File: src/design/qcpm_pkg.sv
// constants, register map and types of the quadrature counter and pulse meter
package qcpm_pkg;

  // ==========================================================================
  // timebase
  localparam int CLK_PERIOD_NS = 10;
  localparam int TICK_US_NS = 1000;
  localparam int TICK_TENTH_NS = 100;
  localparam int TICK_US_CYC = (TICK_US_NS + CLK_PERIOD_NS - 1) / CLK_PERIOD_NS;
  localparam int TICK_TENTH_CYC = (TICK_TENTH_NS + CLK_PERIOD_NS - 1) / CLK_PERIOD_NS;
  localparam int TICK_W = 8;

  // ==========================================================================
  // measurement
  localparam int MEAS_W = 32;
  localparam int NUM_MEAS = 4;
  localparam int NUM_CTR = 2;
  localparam logic [31:0] FREQ_NUM_US = 32'h000f4240;
  localparam logic [31:0] FREQ_NUM_TENTH = 32'h00989680;
  localparam logic [31:0] MEAS_MAX = 32'hffffffff;
  localparam logic [4:0] DIV_LAST_BIT = 5'h1f;

  // ==========================================================================
  // register map, byte addresses
  localparam logic [7:0] ADDR_MODE = 8'h00;
  localparam logic [7:0] ADDR_LEGACY = 8'h04;
  localparam logic [7:0] ADDR_RES = 8'h08;
  localparam logic [7:0] ADDR_CTR_EN = 8'h0c;
  localparam logic [7:0] ADDR_PM_EN = 8'h10;
  localparam logic [7:0] ADDR_CTR0 = 8'h20;
  localparam logic [7:0] ADDR_WIDTH0 = 8'h40;
  localparam logic [7:0] ADDR_PERIOD0 = 8'h50;
  localparam logic [7:0] ADDR_FREQ0 = 8'h60;

  // mode word fields
  localparam logic [7:0] CH1_SEL = 8'h01;
  localparam logic [7:0] CH2_SEL = 8'h02;
  localparam int MODE_CH_POS = 8;
  localparam int MODE_RD_CH2_POS = 8;

  // reset values
  localparam logic RES_TENTH_RST = 1'b0;
  localparam logic [1:0] CTR_EN_RST = 2'h0;
  localparam logic [3:0] PM_EN_RST = 4'h0;

  typedef enum logic [1:0] {
    QCPM_SIMPLE,
    QCPM_X1,
    QCPM_X2,
    QCPM_X4
  } qcpm_mode_t;

  typedef enum logic {
    QCPM_DIV_IDLE,
    QCPM_DIV_RUN
  } qcpm_div_state_t;

endpackage

File: src/design/qcpm_top.sv
// two-channel quadrature counter with four-channel pulse width, period and frequency meter
//
// Behaviour
// - default mode counts exactly one per full quadrature cycle
// - x2 mode counts one per two phase edges
// - x4 mode counts on every edge of either phase
// - mode word is 16 bits; upper byte selects channel 1 or 2
// - mode word lower byte: 0 simple, 1 x1, 2 x2, 3 x4
// - mode word write overrides older simple/enhanced selection
// - four meters measure high width, period and frequency of their input
// - width and period reported in whole microseconds by default
// - frequency reported as integer hertz
// - resolution bit set gives width and period in tenths of microseconds
// - reported period is the inverse of reported frequency
// - one input feeds counting and measuring without mutual disturbance
// - meters measure accurately up to 10 kHz inputs
// - phase A leading counts up, lagging counts down
// - counter 1 uses inputs 0 and 1, counter 2 inputs 2 and 3
// - enabling a counter also enables metering of its two inputs
// - enabling metering on a counter input pair disables that counter
//
// The placing of the registers and the strobed register port were decided locally.
`timescale 1ns/1ns
module qcpm_top #(
  parameter int CNT_W = 32
) (
  input wire logic clk,
  input wire logic rst,
  input wire logic [3:0] in_sig,
  input wire logic [7:0] addr,
  input wire logic [31:0] wdata,
  input wire logic wr,
  input wire logic rd,
  output logic [31:0] rdata
);

  generate
    if (CNT_W < 2 || CNT_W > 32) begin : g_bad_width
      $error("qcpm_top: CNT_W must lie between 2 and 32");
    end
  endgenerate

  // ==========================================================================
  // functions
  function automatic logic [1:0] quad_step(qcpm_pkg::qcpm_mode_t mode, logic pa, logic pb,
                                           logic a, logic b);
    logic ra;
    logic fa;
    logic rb;
    logic fb;
    logic up;
    logic dn;
    ra = a & ~pa;
    fa = ~a & pa;
    rb = b & ~pb;
    fb = ~b & pb;
    case (mode)
      qcpm_pkg::QCPM_SIMPLE: begin
        // a pulse on one phase with the other low counts up for A, down for B
        up = ra & ~b;
        dn = rb & ~a;
      end
      qcpm_pkg::QCPM_X1: begin
        // jiggle at the A edge cancels itself
        up = ra & ~b;
        dn = fa & ~b;
      end
      qcpm_pkg::QCPM_X2: begin
        up = (ra & ~b) | (fa & b);
        dn = (ra & b) | (fa & ~b);
      end
      default: begin
        up = (ra & ~b) | (fa & b) | (rb & a) | (fb & ~a);
        dn = (ra & b) | (fa & ~b) | (rb & ~a) | (fb & a);
      end
    endcase
    if (up && !dn) begin
      quad_step = 2'h1;
    end else if (dn && !up) begin
      quad_step = 2'h3;
    end else begin
      quad_step = 2'h0;
    end
  endfunction

  function automatic logic [31:0] sat_inc(logic [31:0] v);
    sat_inc = (v == qcpm_pkg::MEAS_MAX) ? v : v + 32'h1;
  endfunction

  function automatic logic [7:0] reg_addr(logic [7:0] base, int idx);
    reg_addr = base + {idx[5:0], 2'h0};
  endfunction

  // ==========================================================================
  // configuration
  qcpm_pkg::qcpm_mode_t mode [qcpm_pkg::NUM_CTR];
  qcpm_pkg::qcpm_mode_t next_mode [qcpm_pkg::NUM_CTR];
  logic [1:0] ctr_en;
  logic [1:0] next_ctr_en;
  logic [3:0] pm_en;
  logic [3:0] next_pm_en;
  logic res_tenth;
  logic next_res_tenth;
  logic [3:0] pm_act;

  always_comb begin
    next_mode = mode;
    next_ctr_en = ctr_en;
    next_pm_en = pm_en;
    next_res_tenth = res_tenth;
    if (wr) begin
      case (addr)
        qcpm_pkg::ADDR_MODE: begin
          // other channel numbers and mode codes above 3 are ignored
          if (wdata[7:2] == 6'h00) begin
            if (wdata[qcpm_pkg::MODE_CH_POS +: 8] == qcpm_pkg::CH1_SEL) begin
              next_mode[0] = qcpm_pkg::qcpm_mode_t'(wdata[1:0]);
            end else if (wdata[qcpm_pkg::MODE_CH_POS +: 8] == qcpm_pkg::CH2_SEL) begin
              next_mode[1] = qcpm_pkg::qcpm_mode_t'(wdata[1:0]);
            end
          end
        end
        qcpm_pkg::ADDR_LEGACY: begin
          for (int i = 0; i < qcpm_pkg::NUM_CTR; i++) begin
            next_mode[i] = wdata[i] ? qcpm_pkg::QCPM_X1 : qcpm_pkg::QCPM_SIMPLE;
          end
        end
        qcpm_pkg::ADDR_RES: begin
          next_res_tenth = wdata[0];
        end
        qcpm_pkg::ADDR_CTR_EN: begin
          next_ctr_en = wdata[1:0];
        end
        qcpm_pkg::ADDR_PM_EN: begin
          next_pm_en = wdata[3:0];
          for (int i = 0; i < qcpm_pkg::NUM_CTR; i++) begin
            if (wdata[2 * i] || wdata[2 * i + 1]) begin
              next_ctr_en[i] = 1'b0;
            end
          end
        end
        default: begin
        end
      endcase
    end
  end

  always_ff @(posedge clk) begin
    if (rst) begin
      mode[0] <= qcpm_pkg::QCPM_SIMPLE;
      mode[1] <= qcpm_pkg::QCPM_SIMPLE;
      ctr_en <= qcpm_pkg::CTR_EN_RST;
      pm_en <= qcpm_pkg::PM_EN_RST;
      res_tenth <= qcpm_pkg::RES_TENTH_RST;
    end else begin
      mode <= next_mode;
      ctr_en <= next_ctr_en;
      pm_en <= next_pm_en;
      res_tenth <= next_res_tenth;
    end
  end

  // a defined counter also meters its pair; metering alone leaves counters off
  assign pm_act = pm_en | {ctr_en[1], ctr_en[1], ctr_en[0], ctr_en[0]};

  // ==========================================================================
  // quadrature counters
  logic [3:0] in_prev;
  logic [CNT_W-1:0] cnt [qcpm_pkg::NUM_CTR];
  logic [CNT_W-1:0] next_cnt [qcpm_pkg::NUM_CTR];

  always_comb begin
    logic [1:0] step;
    step = 2'h0;
    for (int i = 0; i < qcpm_pkg::NUM_CTR; i++) begin
      next_cnt[i] = cnt[i];
      step = quad_step(mode[i], in_prev[2 * i], in_prev[2 * i + 1],
                       in_sig[2 * i], in_sig[2 * i + 1]);
      if (ctr_en[i]) begin
        if (step == 2'h1) begin
          next_cnt[i] = cnt[i] + CNT_W'(1);
        end else if (step == 2'h3) begin
          next_cnt[i] = cnt[i] - CNT_W'(1);
        end
      end
      // software preset takes priority over a count
      if (wr && addr == reg_addr(qcpm_pkg::ADDR_CTR0, i)) begin
        next_cnt[i] = wdata[CNT_W-1:0];
      end
    end
  end

  always_ff @(posedge clk) begin
    if (rst) begin
      cnt[0] <= '0;
      cnt[1] <= '0;
    end else begin
      cnt <= next_cnt;
    end
  end

  // ==========================================================================
  // timebase tick, one microsecond or one tenth
  logic [qcpm_pkg::TICK_W-1:0] tick_cnt;
  logic [qcpm_pkg::TICK_W-1:0] next_tick_cnt;
  logic tick;
  logic next_tick;

  always_comb begin
    logic [qcpm_pkg::TICK_W-1:0] last;
    last = res_tenth ? qcpm_pkg::TICK_W'(qcpm_pkg::TICK_TENTH_CYC - 1)
                     : qcpm_pkg::TICK_W'(qcpm_pkg::TICK_US_CYC - 1);
    next_tick = 1'b0;
    next_tick_cnt = tick_cnt + qcpm_pkg::TICK_W'(1);
    if (tick_cnt >= last) begin
      next_tick_cnt = '0;
      next_tick = 1'b1;
    end
  end

  always_ff @(posedge clk) begin
    if (rst) begin
      tick_cnt <= '0;
      tick <= 1'b0;
    end else begin
      tick_cnt <= next_tick_cnt;
      tick <= next_tick;
    end
  end

  // ==========================================================================
  // pulse meters
  logic [3:0] next_in_prev;
  logic [31:0] hi_cnt [qcpm_pkg::NUM_MEAS];
  logic [31:0] next_hi_cnt [qcpm_pkg::NUM_MEAS];
  logic [31:0] per_cnt [qcpm_pkg::NUM_MEAS];
  logic [31:0] next_per_cnt [qcpm_pkg::NUM_MEAS];
  logic [31:0] width [qcpm_pkg::NUM_MEAS];
  logic [31:0] next_width [qcpm_pkg::NUM_MEAS];
  logic [31:0] period [qcpm_pkg::NUM_MEAS];
  logic [31:0] next_period [qcpm_pkg::NUM_MEAS];
  logic [3:0] seen;
  logic [3:0] next_seen;
  logic [3:0] req;
  logic [3:0] next_req;
  logic div_start;
  logic [1:0] div_pick;

  always_comb begin
    logic rise;
    logic fall;
    rise = 1'b0;
    fall = 1'b0;
    next_in_prev = in_sig;
    next_seen = seen;
    next_req = req;
    if (div_start) begin
      next_req[div_pick] = 1'b0;
    end
    for (int i = 0; i < qcpm_pkg::NUM_MEAS; i++) begin
      rise = in_sig[i] & ~in_prev[i];
      fall = ~in_sig[i] & in_prev[i];
      next_width[i] = width[i];
      next_period[i] = period[i];
      next_per_cnt[i] = rise ? 32'h0 : (tick ? sat_inc(per_cnt[i]) : per_cnt[i]);
      next_hi_cnt[i] = rise ? 32'h0 : ((tick && in_sig[i]) ? sat_inc(hi_cnt[i]) : hi_cnt[i]);
      if (pm_act[i]) begin
        if (rise) begin
          next_seen[i] = 1'b1;
          if (seen[i]) begin
            next_period[i] = per_cnt[i];
            next_req[i] = 1'b1;
          end
        end
        if (fall && seen[i]) begin
          next_width[i] = hi_cnt[i];
        end
        // a stalled input saturates the period so the frequency reads zero
        if (per_cnt[i] == qcpm_pkg::MEAS_MAX && period[i] != qcpm_pkg::MEAS_MAX) begin
          next_period[i] = qcpm_pkg::MEAS_MAX;
          next_req[i] = 1'b1;
        end
      end else begin
        next_seen[i] = 1'b0;
      end
    end
  end

  always_ff @(posedge clk) begin
    if (rst) begin
      in_prev <= 4'h0;
      seen <= 4'h0;
      req <= 4'h0;
      for (int i = 0; i < qcpm_pkg::NUM_MEAS; i++) begin
        hi_cnt[i] <= 32'h0;
        per_cnt[i] <= 32'h0;
        width[i] <= 32'h0;
        period[i] <= 32'h0;
      end
    end else begin
      in_prev <= next_in_prev;
      seen <= next_seen;
      req <= next_req;
      hi_cnt <= next_hi_cnt;
      per_cnt <= next_per_cnt;
      width <= next_width;
      period <= next_period;
    end
  end

  // ==========================================================================
  // shared divider: frequency = ticks per second / period
  qcpm_pkg::qcpm_div_state_t div_state;
  qcpm_pkg::qcpm_div_state_t next_div_state;
  logic [1:0] div_ch;
  logic [1:0] next_div_ch;
  logic [31:0] div_num;
  logic [31:0] next_div_num;
  logic [31:0] div_den;
  logic [31:0] next_div_den;
  logic [32:0] div_rem;
  logic [32:0] next_div_rem;
  logic [4:0] div_bit;
  logic [4:0] next_div_bit;
  logic [31:0] freq [qcpm_pkg::NUM_MEAS];
  logic [31:0] next_freq [qcpm_pkg::NUM_MEAS];

  always_comb begin
    logic [32:0] shifted;
    shifted = '0;
    div_pick = 2'h0;
    for (int i = qcpm_pkg::NUM_MEAS - 1; i >= 0; i--) begin
      if (req[i]) begin
        div_pick = 2'(i);
      end
    end
    div_start = (div_state == qcpm_pkg::QCPM_DIV_IDLE) && (req != 4'h0);
    next_div_state = div_state;
    next_div_ch = div_ch;
    next_div_num = div_num;
    next_div_den = div_den;
    next_div_rem = div_rem;
    next_div_bit = div_bit;
    next_freq = freq;
    case (div_state)
      qcpm_pkg::QCPM_DIV_IDLE: begin
        if (div_start) begin
          next_div_ch = div_pick;
          next_div_num = res_tenth ? qcpm_pkg::FREQ_NUM_TENTH : qcpm_pkg::FREQ_NUM_US;
          next_div_den = period[div_pick];
          next_div_rem = '0;
          next_div_bit = '0;
          next_div_state = qcpm_pkg::QCPM_DIV_RUN;
        end
      end
      qcpm_pkg::QCPM_DIV_RUN: begin
        shifted = {div_rem[31:0], div_num[31]};
        if (shifted >= {1'b0, div_den}) begin
          next_div_rem = shifted - {1'b0, div_den};
          next_div_num = {div_num[30:0], 1'b1};
        end else begin
          next_div_rem = shifted;
          next_div_num = {div_num[30:0], 1'b0};
        end
        next_div_bit = div_bit + 5'h1;
        if (div_bit == qcpm_pkg::DIV_LAST_BIT) begin
          next_freq[div_ch] = (div_den == 32'h0) ? 32'h0 : next_div_num;
          next_div_state = qcpm_pkg::QCPM_DIV_IDLE;
        end
      end
      default: begin
        next_div_state = qcpm_pkg::QCPM_DIV_IDLE;
      end
    endcase
  end

  always_ff @(posedge clk) begin
    if (rst) begin
      div_state <= qcpm_pkg::QCPM_DIV_IDLE;
      div_ch <= 2'h0;
      div_num <= 32'h0;
      div_den <= 32'h0;
      div_rem <= 33'h0;
      div_bit <= 5'h0;
      for (int i = 0; i < qcpm_pkg::NUM_MEAS; i++) begin
        freq[i] <= 32'h0;
      end
    end else begin
      div_state <= next_div_state;
      div_ch <= next_div_ch;
      div_num <= next_div_num;
      div_den <= next_div_den;
      div_rem <= next_div_rem;
      div_bit <= next_div_bit;
      freq <= next_freq;
    end
  end

  // ==========================================================================
  // register read port
  logic [31:0] next_rdata;

  always_comb begin
    next_rdata = 32'h0;
    if (rd) begin
      case (addr)
        qcpm_pkg::ADDR_MODE: begin
          next_rdata[1:0] = mode[0];
          next_rdata[qcpm_pkg::MODE_RD_CH2_POS +: 2] = mode[1];
        end
        qcpm_pkg::ADDR_RES: next_rdata[0] = res_tenth;
        qcpm_pkg::ADDR_CTR_EN: next_rdata[1:0] = ctr_en;
        qcpm_pkg::ADDR_PM_EN: next_rdata[3:0] = pm_act;
        default: begin
        end
      endcase
      for (int i = 0; i < qcpm_pkg::NUM_CTR; i++) begin
        if (addr == reg_addr(qcpm_pkg::ADDR_CTR0, i)) begin
          next_rdata = 32'(signed'(cnt[i]));
        end
      end
      for (int i = 0; i < qcpm_pkg::NUM_MEAS; i++) begin
        if (addr == reg_addr(qcpm_pkg::ADDR_WIDTH0, i)) begin
          next_rdata = width[i];
        end
        if (addr == reg_addr(qcpm_pkg::ADDR_PERIOD0, i)) begin
          next_rdata = period[i];
        end
        if (addr == reg_addr(qcpm_pkg::ADDR_FREQ0, i)) begin
          next_rdata = freq[i];
        end
      end
    end
  end

  always_ff @(posedge clk) begin
    if (rst) begin
      rdata <= 32'h0;
    end else begin
      rdata <= next_rdata;
    end
  end

endmodule

File: config.mk
export PLATFORM = sky130hd
export DESIGN_NAME = qcpm_top
export DESIGN_NICKNAME = d
export VERILOG_FILES = /design/src/design/qcpm_pkg.sv /design/src/design/qcpm_top.sv
export SDC_FILE = /design/constraint.sdc
export NUM_CORES = 2
export LEC_CHECK = 0
export ABC_AREA = 1
export BUFFER_PORTS_ARGS = -buffer_cell sky130_fd_sc_hd__buf_2
export CORE_MARGIN = 2
export CORE_UTILIZATION = 35
export DETAILED_ROUTE_END_ITERATION = 10
export SYNTH_ARGS = -nofsm -noshare
export SYNTH_HDL_FRONTEND = slang
export SYNTH_SLANG_ARGS = --single-unit
File: constraint.sdc
create_clock -name clk -period 6 [get_ports clk]
set_clock_uncertainty 0.05 [all_clocks]
set_input_delay 0.9 -clock clk [delete_from_list [all_inputs] [get_ports clk]]
set_output_delay 0.9 -clock clk [all_outputs]
set_load 0.05 [all_outputs]
==> impl_results.md <==
* DR WL/cell at 20.7 microns
* Xor/xnor cell area share of the yosys netlist at 0.0275
* Global-route wire length before repair at 268000 microns
* Clock buffers created by TritonCTS at 99
* Crit path max-delay cell type: a21boi_0
* Starting Density at 0.351
* Post-synthesis simple-gate area fraction at 0.264
* Chip height at 370 microns
* Final ANT Viol Nets at 0
* Vias in the first global route at 43299
* Hpwl dp at 139000 microns
* Slew @ Worst Pin at 1.25 ns
* Gate count of the mapped netlist at 6971
* Register Area at 17500 sq um
* Rows at 134
* Unrepaired setup endpoints after global routing: no
* Pwr/cell area at 245 nW/um^2
* Pin count of the biggest net entering global routing at 232
* Fin crit share at 0.747
* Sequential area share after synthesis at 0.373
* Crit path time final at 4.48 ns
* Final design utilization at 0.391
* FF+latch count, synth at 872
* CTS resizes at 0
* Synth Area per Inst at 6.71 sq um
* F_max at 0.223 GHz
* Root Driver: clkbuf_16
* Setup TNS at 0 ns
* Die width at 370 microns
* Crit-path max FO at 17
* Largest family of logic cells by synthesized area: simple AND/OR/NAND/NOR gates
* Setup WS post-layout at 1.52 ns
* Pre-antenna DRT Iters at 6
* Headroom to the max-slew limit at 0.156
* Via count at 47292
* Layout area overhead at 11.2%
* Final number of hold-violating endpoints at 0
* EDFF count, synth at 0
* CP peak stage delay at 0.52 ns
* Gpl congestion at 1.00
* Full die area at 137000 sq um
* Mux cell area share after synthesis at 0
* Synth Cell Area at 46800 sq um
* Total gr overflow at 0
* Number of clock sinks at 872
* Post-synth ARST share at 0
* Total Wirelength at 181000 microns
* Min-Delay Path Class: reg -> reg
* Drt first-iter violations at 4857
* DR DRC count at 0
* Peak supply drop at 0.210 mV
* Port-buffer cells at 79
* Slew Limit Fails at 0
* Nets at 7068
* Adder and majority gate portion of the synthesized area at 0.0304
* Post-synth top flop: dfxtp_1
* Clock H-tree levels at 3
* Clock tree buffer depth at 3
* Setup Buffers After CTS at 0
* CTS tree: yes
* Area of the multi-input gates at 25000 sq um
* Worst setup SP type: input pin
* Max_cap viols at 0
* Final setup vio count at 0
* Compound-cell area share of the yosys netlist at 0.211
* Syn nets at 7131
* Critical Path RT at 6.51 ns
* Syn. warnings at 0
* Cell variety after synth at 64
* Antenna violations before repair at 9
* WS Path Type: in -> reg
* I/O pin total at 80
* Clock latency at the later pin of the worst-skew pair at 0.72 ns
* Critical Path, Cell by Cell: buf_2 > inv_1 > nor2_1 > inv_1 > nor2_1 > nor3_1 > nand2_1 > o221ai_1 > ha_1 > inv_1 > buf_4 > ha_1 > a21oi_1 > a21boi_0 > o21ai_1 > nand3_1 > nand2_1 > nand3_1 > nand2_1 > or2_2 > nand3_1 > a21oi_1
* Register clock-pin slew on the reported worst setup and hold paths at 0.06 ns
* Run status: complete, no violations
* Via density per instance at 5.40
* Post-CTS Hold Fix Bufs at 0
* Share of cells above drive strength 1 at 0.0631
* CP endpoint kind: flop
* # fillers at 14413
* Overall Global Routing Usage at 0.256
* Arr. time, crit path at 5.00 ns
* Dpl ws at 0.926 ns
* Core ar. at 133000 sq um
* P_leak at 20.1 nW
==> flip-flops by register name, indices dropped and copies added, names as in the netlist, 64 cells and up <==
register,count
hi_cnt,128
cnt,64
per_cnt,128
period,128
freq,128
width,128
==> through the flow <==
stage                     std cells  cell area, sq um  hold slack, ns  power, W
after floorplan                6971             46800           0.380   0.00621
after global placement         8575             48600           0.398   0.00637
after detailed placement       8575             48600           0.403   0.00637
after CTS                      8754             52000           0.382    0.0128
after global routing           8754             52000           0.437    0.0131
final                          8755             52000           0.408    0.0127
==> cell usage in the layout, fill, tap and decap left out, drive strengths merged, types with 109 or more instances in the layout <==
cell / n
a21oi: 899
buf: 123
clkbuf: 136
dfxtp: 872
ha: 109
inv: 838
nand2: 1482
nand3: 216
nand4: 173
nor2: 649
nor3: 186
o21ai: 761
xor2: 116
==> metal layers <==
layer	GRT usage	up-vias	routed length (microns)
met5	0	-	13
met4	0.120	2	8750
met3	0.0331	296	13000
met2	0.405	1729	80700
met1	0.344	22190	78900
li1	-	23075	-
==> Yosys cell counts (109+ instances only) <==
master	instances	area share
clkbuf_1	226	0.018
xor2_1	116	0.022
nand2_1	1467	0.12
inv_1	817	0.066
a21oi_1	883	0.094
nor2_1	621	0.050
nand4_1	173	0.023
nor3_1	171	0.018
nand3_1	211	0.023
dfxtp_1	872	0.37
o21ai_0	711	0.076
ha_1	109	0.029
==> worst paths after layout <==
path	startpoint	to	slack, ns	cells past startpoint
setup reg to reg	in_prev[3]	cnt[26]	1.83	20
setup / recovery	in_sig[3]	cnt[26]	1.52	22
hold / removal	width[88]	width[88]	0.41	2
hold reg to reg	width[88]	width[88]	0.41	2
==> power by group <==
group,internal (W),switching (W)
Sequential,0.00579,0.00000376
Combinational,0.000110,0.000342
Clock,0.00384,0.00264
Total,0.00974,0.00299
==> final cells by class <==
| type | instances | share of cell area |
|---|---|---|
| antenna | 1 | 0.0000481 |
| clock buffer | 136 | 0.0547 |
| multi-input combinational | 4974 | 0.481 |
| timing repair buffer | 123 | 0.0145 |
| tap | 1768 | 0.0425 |
| sequential | 872 | 0.335 |
| clock inverter | 43 | 0.0114 |
| inverter | 838 | 0.0606 |
==> cells by family after synthesis <==
logic type	count (synthesis)
and+or+nand+nor	2854
AOI/OAI and AO/OA	1861
buffers and inverters	1125
DFF	872
xor gates and xnor gates	147
adders and majority gates	112
==> critical path: cells and delay by family <==
family                   cells  cell delay [ns]
buffers and inverters        5             0.96
AND/OR/NAND/NOR             10             1.36
adder cells (fa/ha/maj)      2             0.58
AO/OA/AOI/OAI                5             1.20
Power figures use the tool's default switching activity.
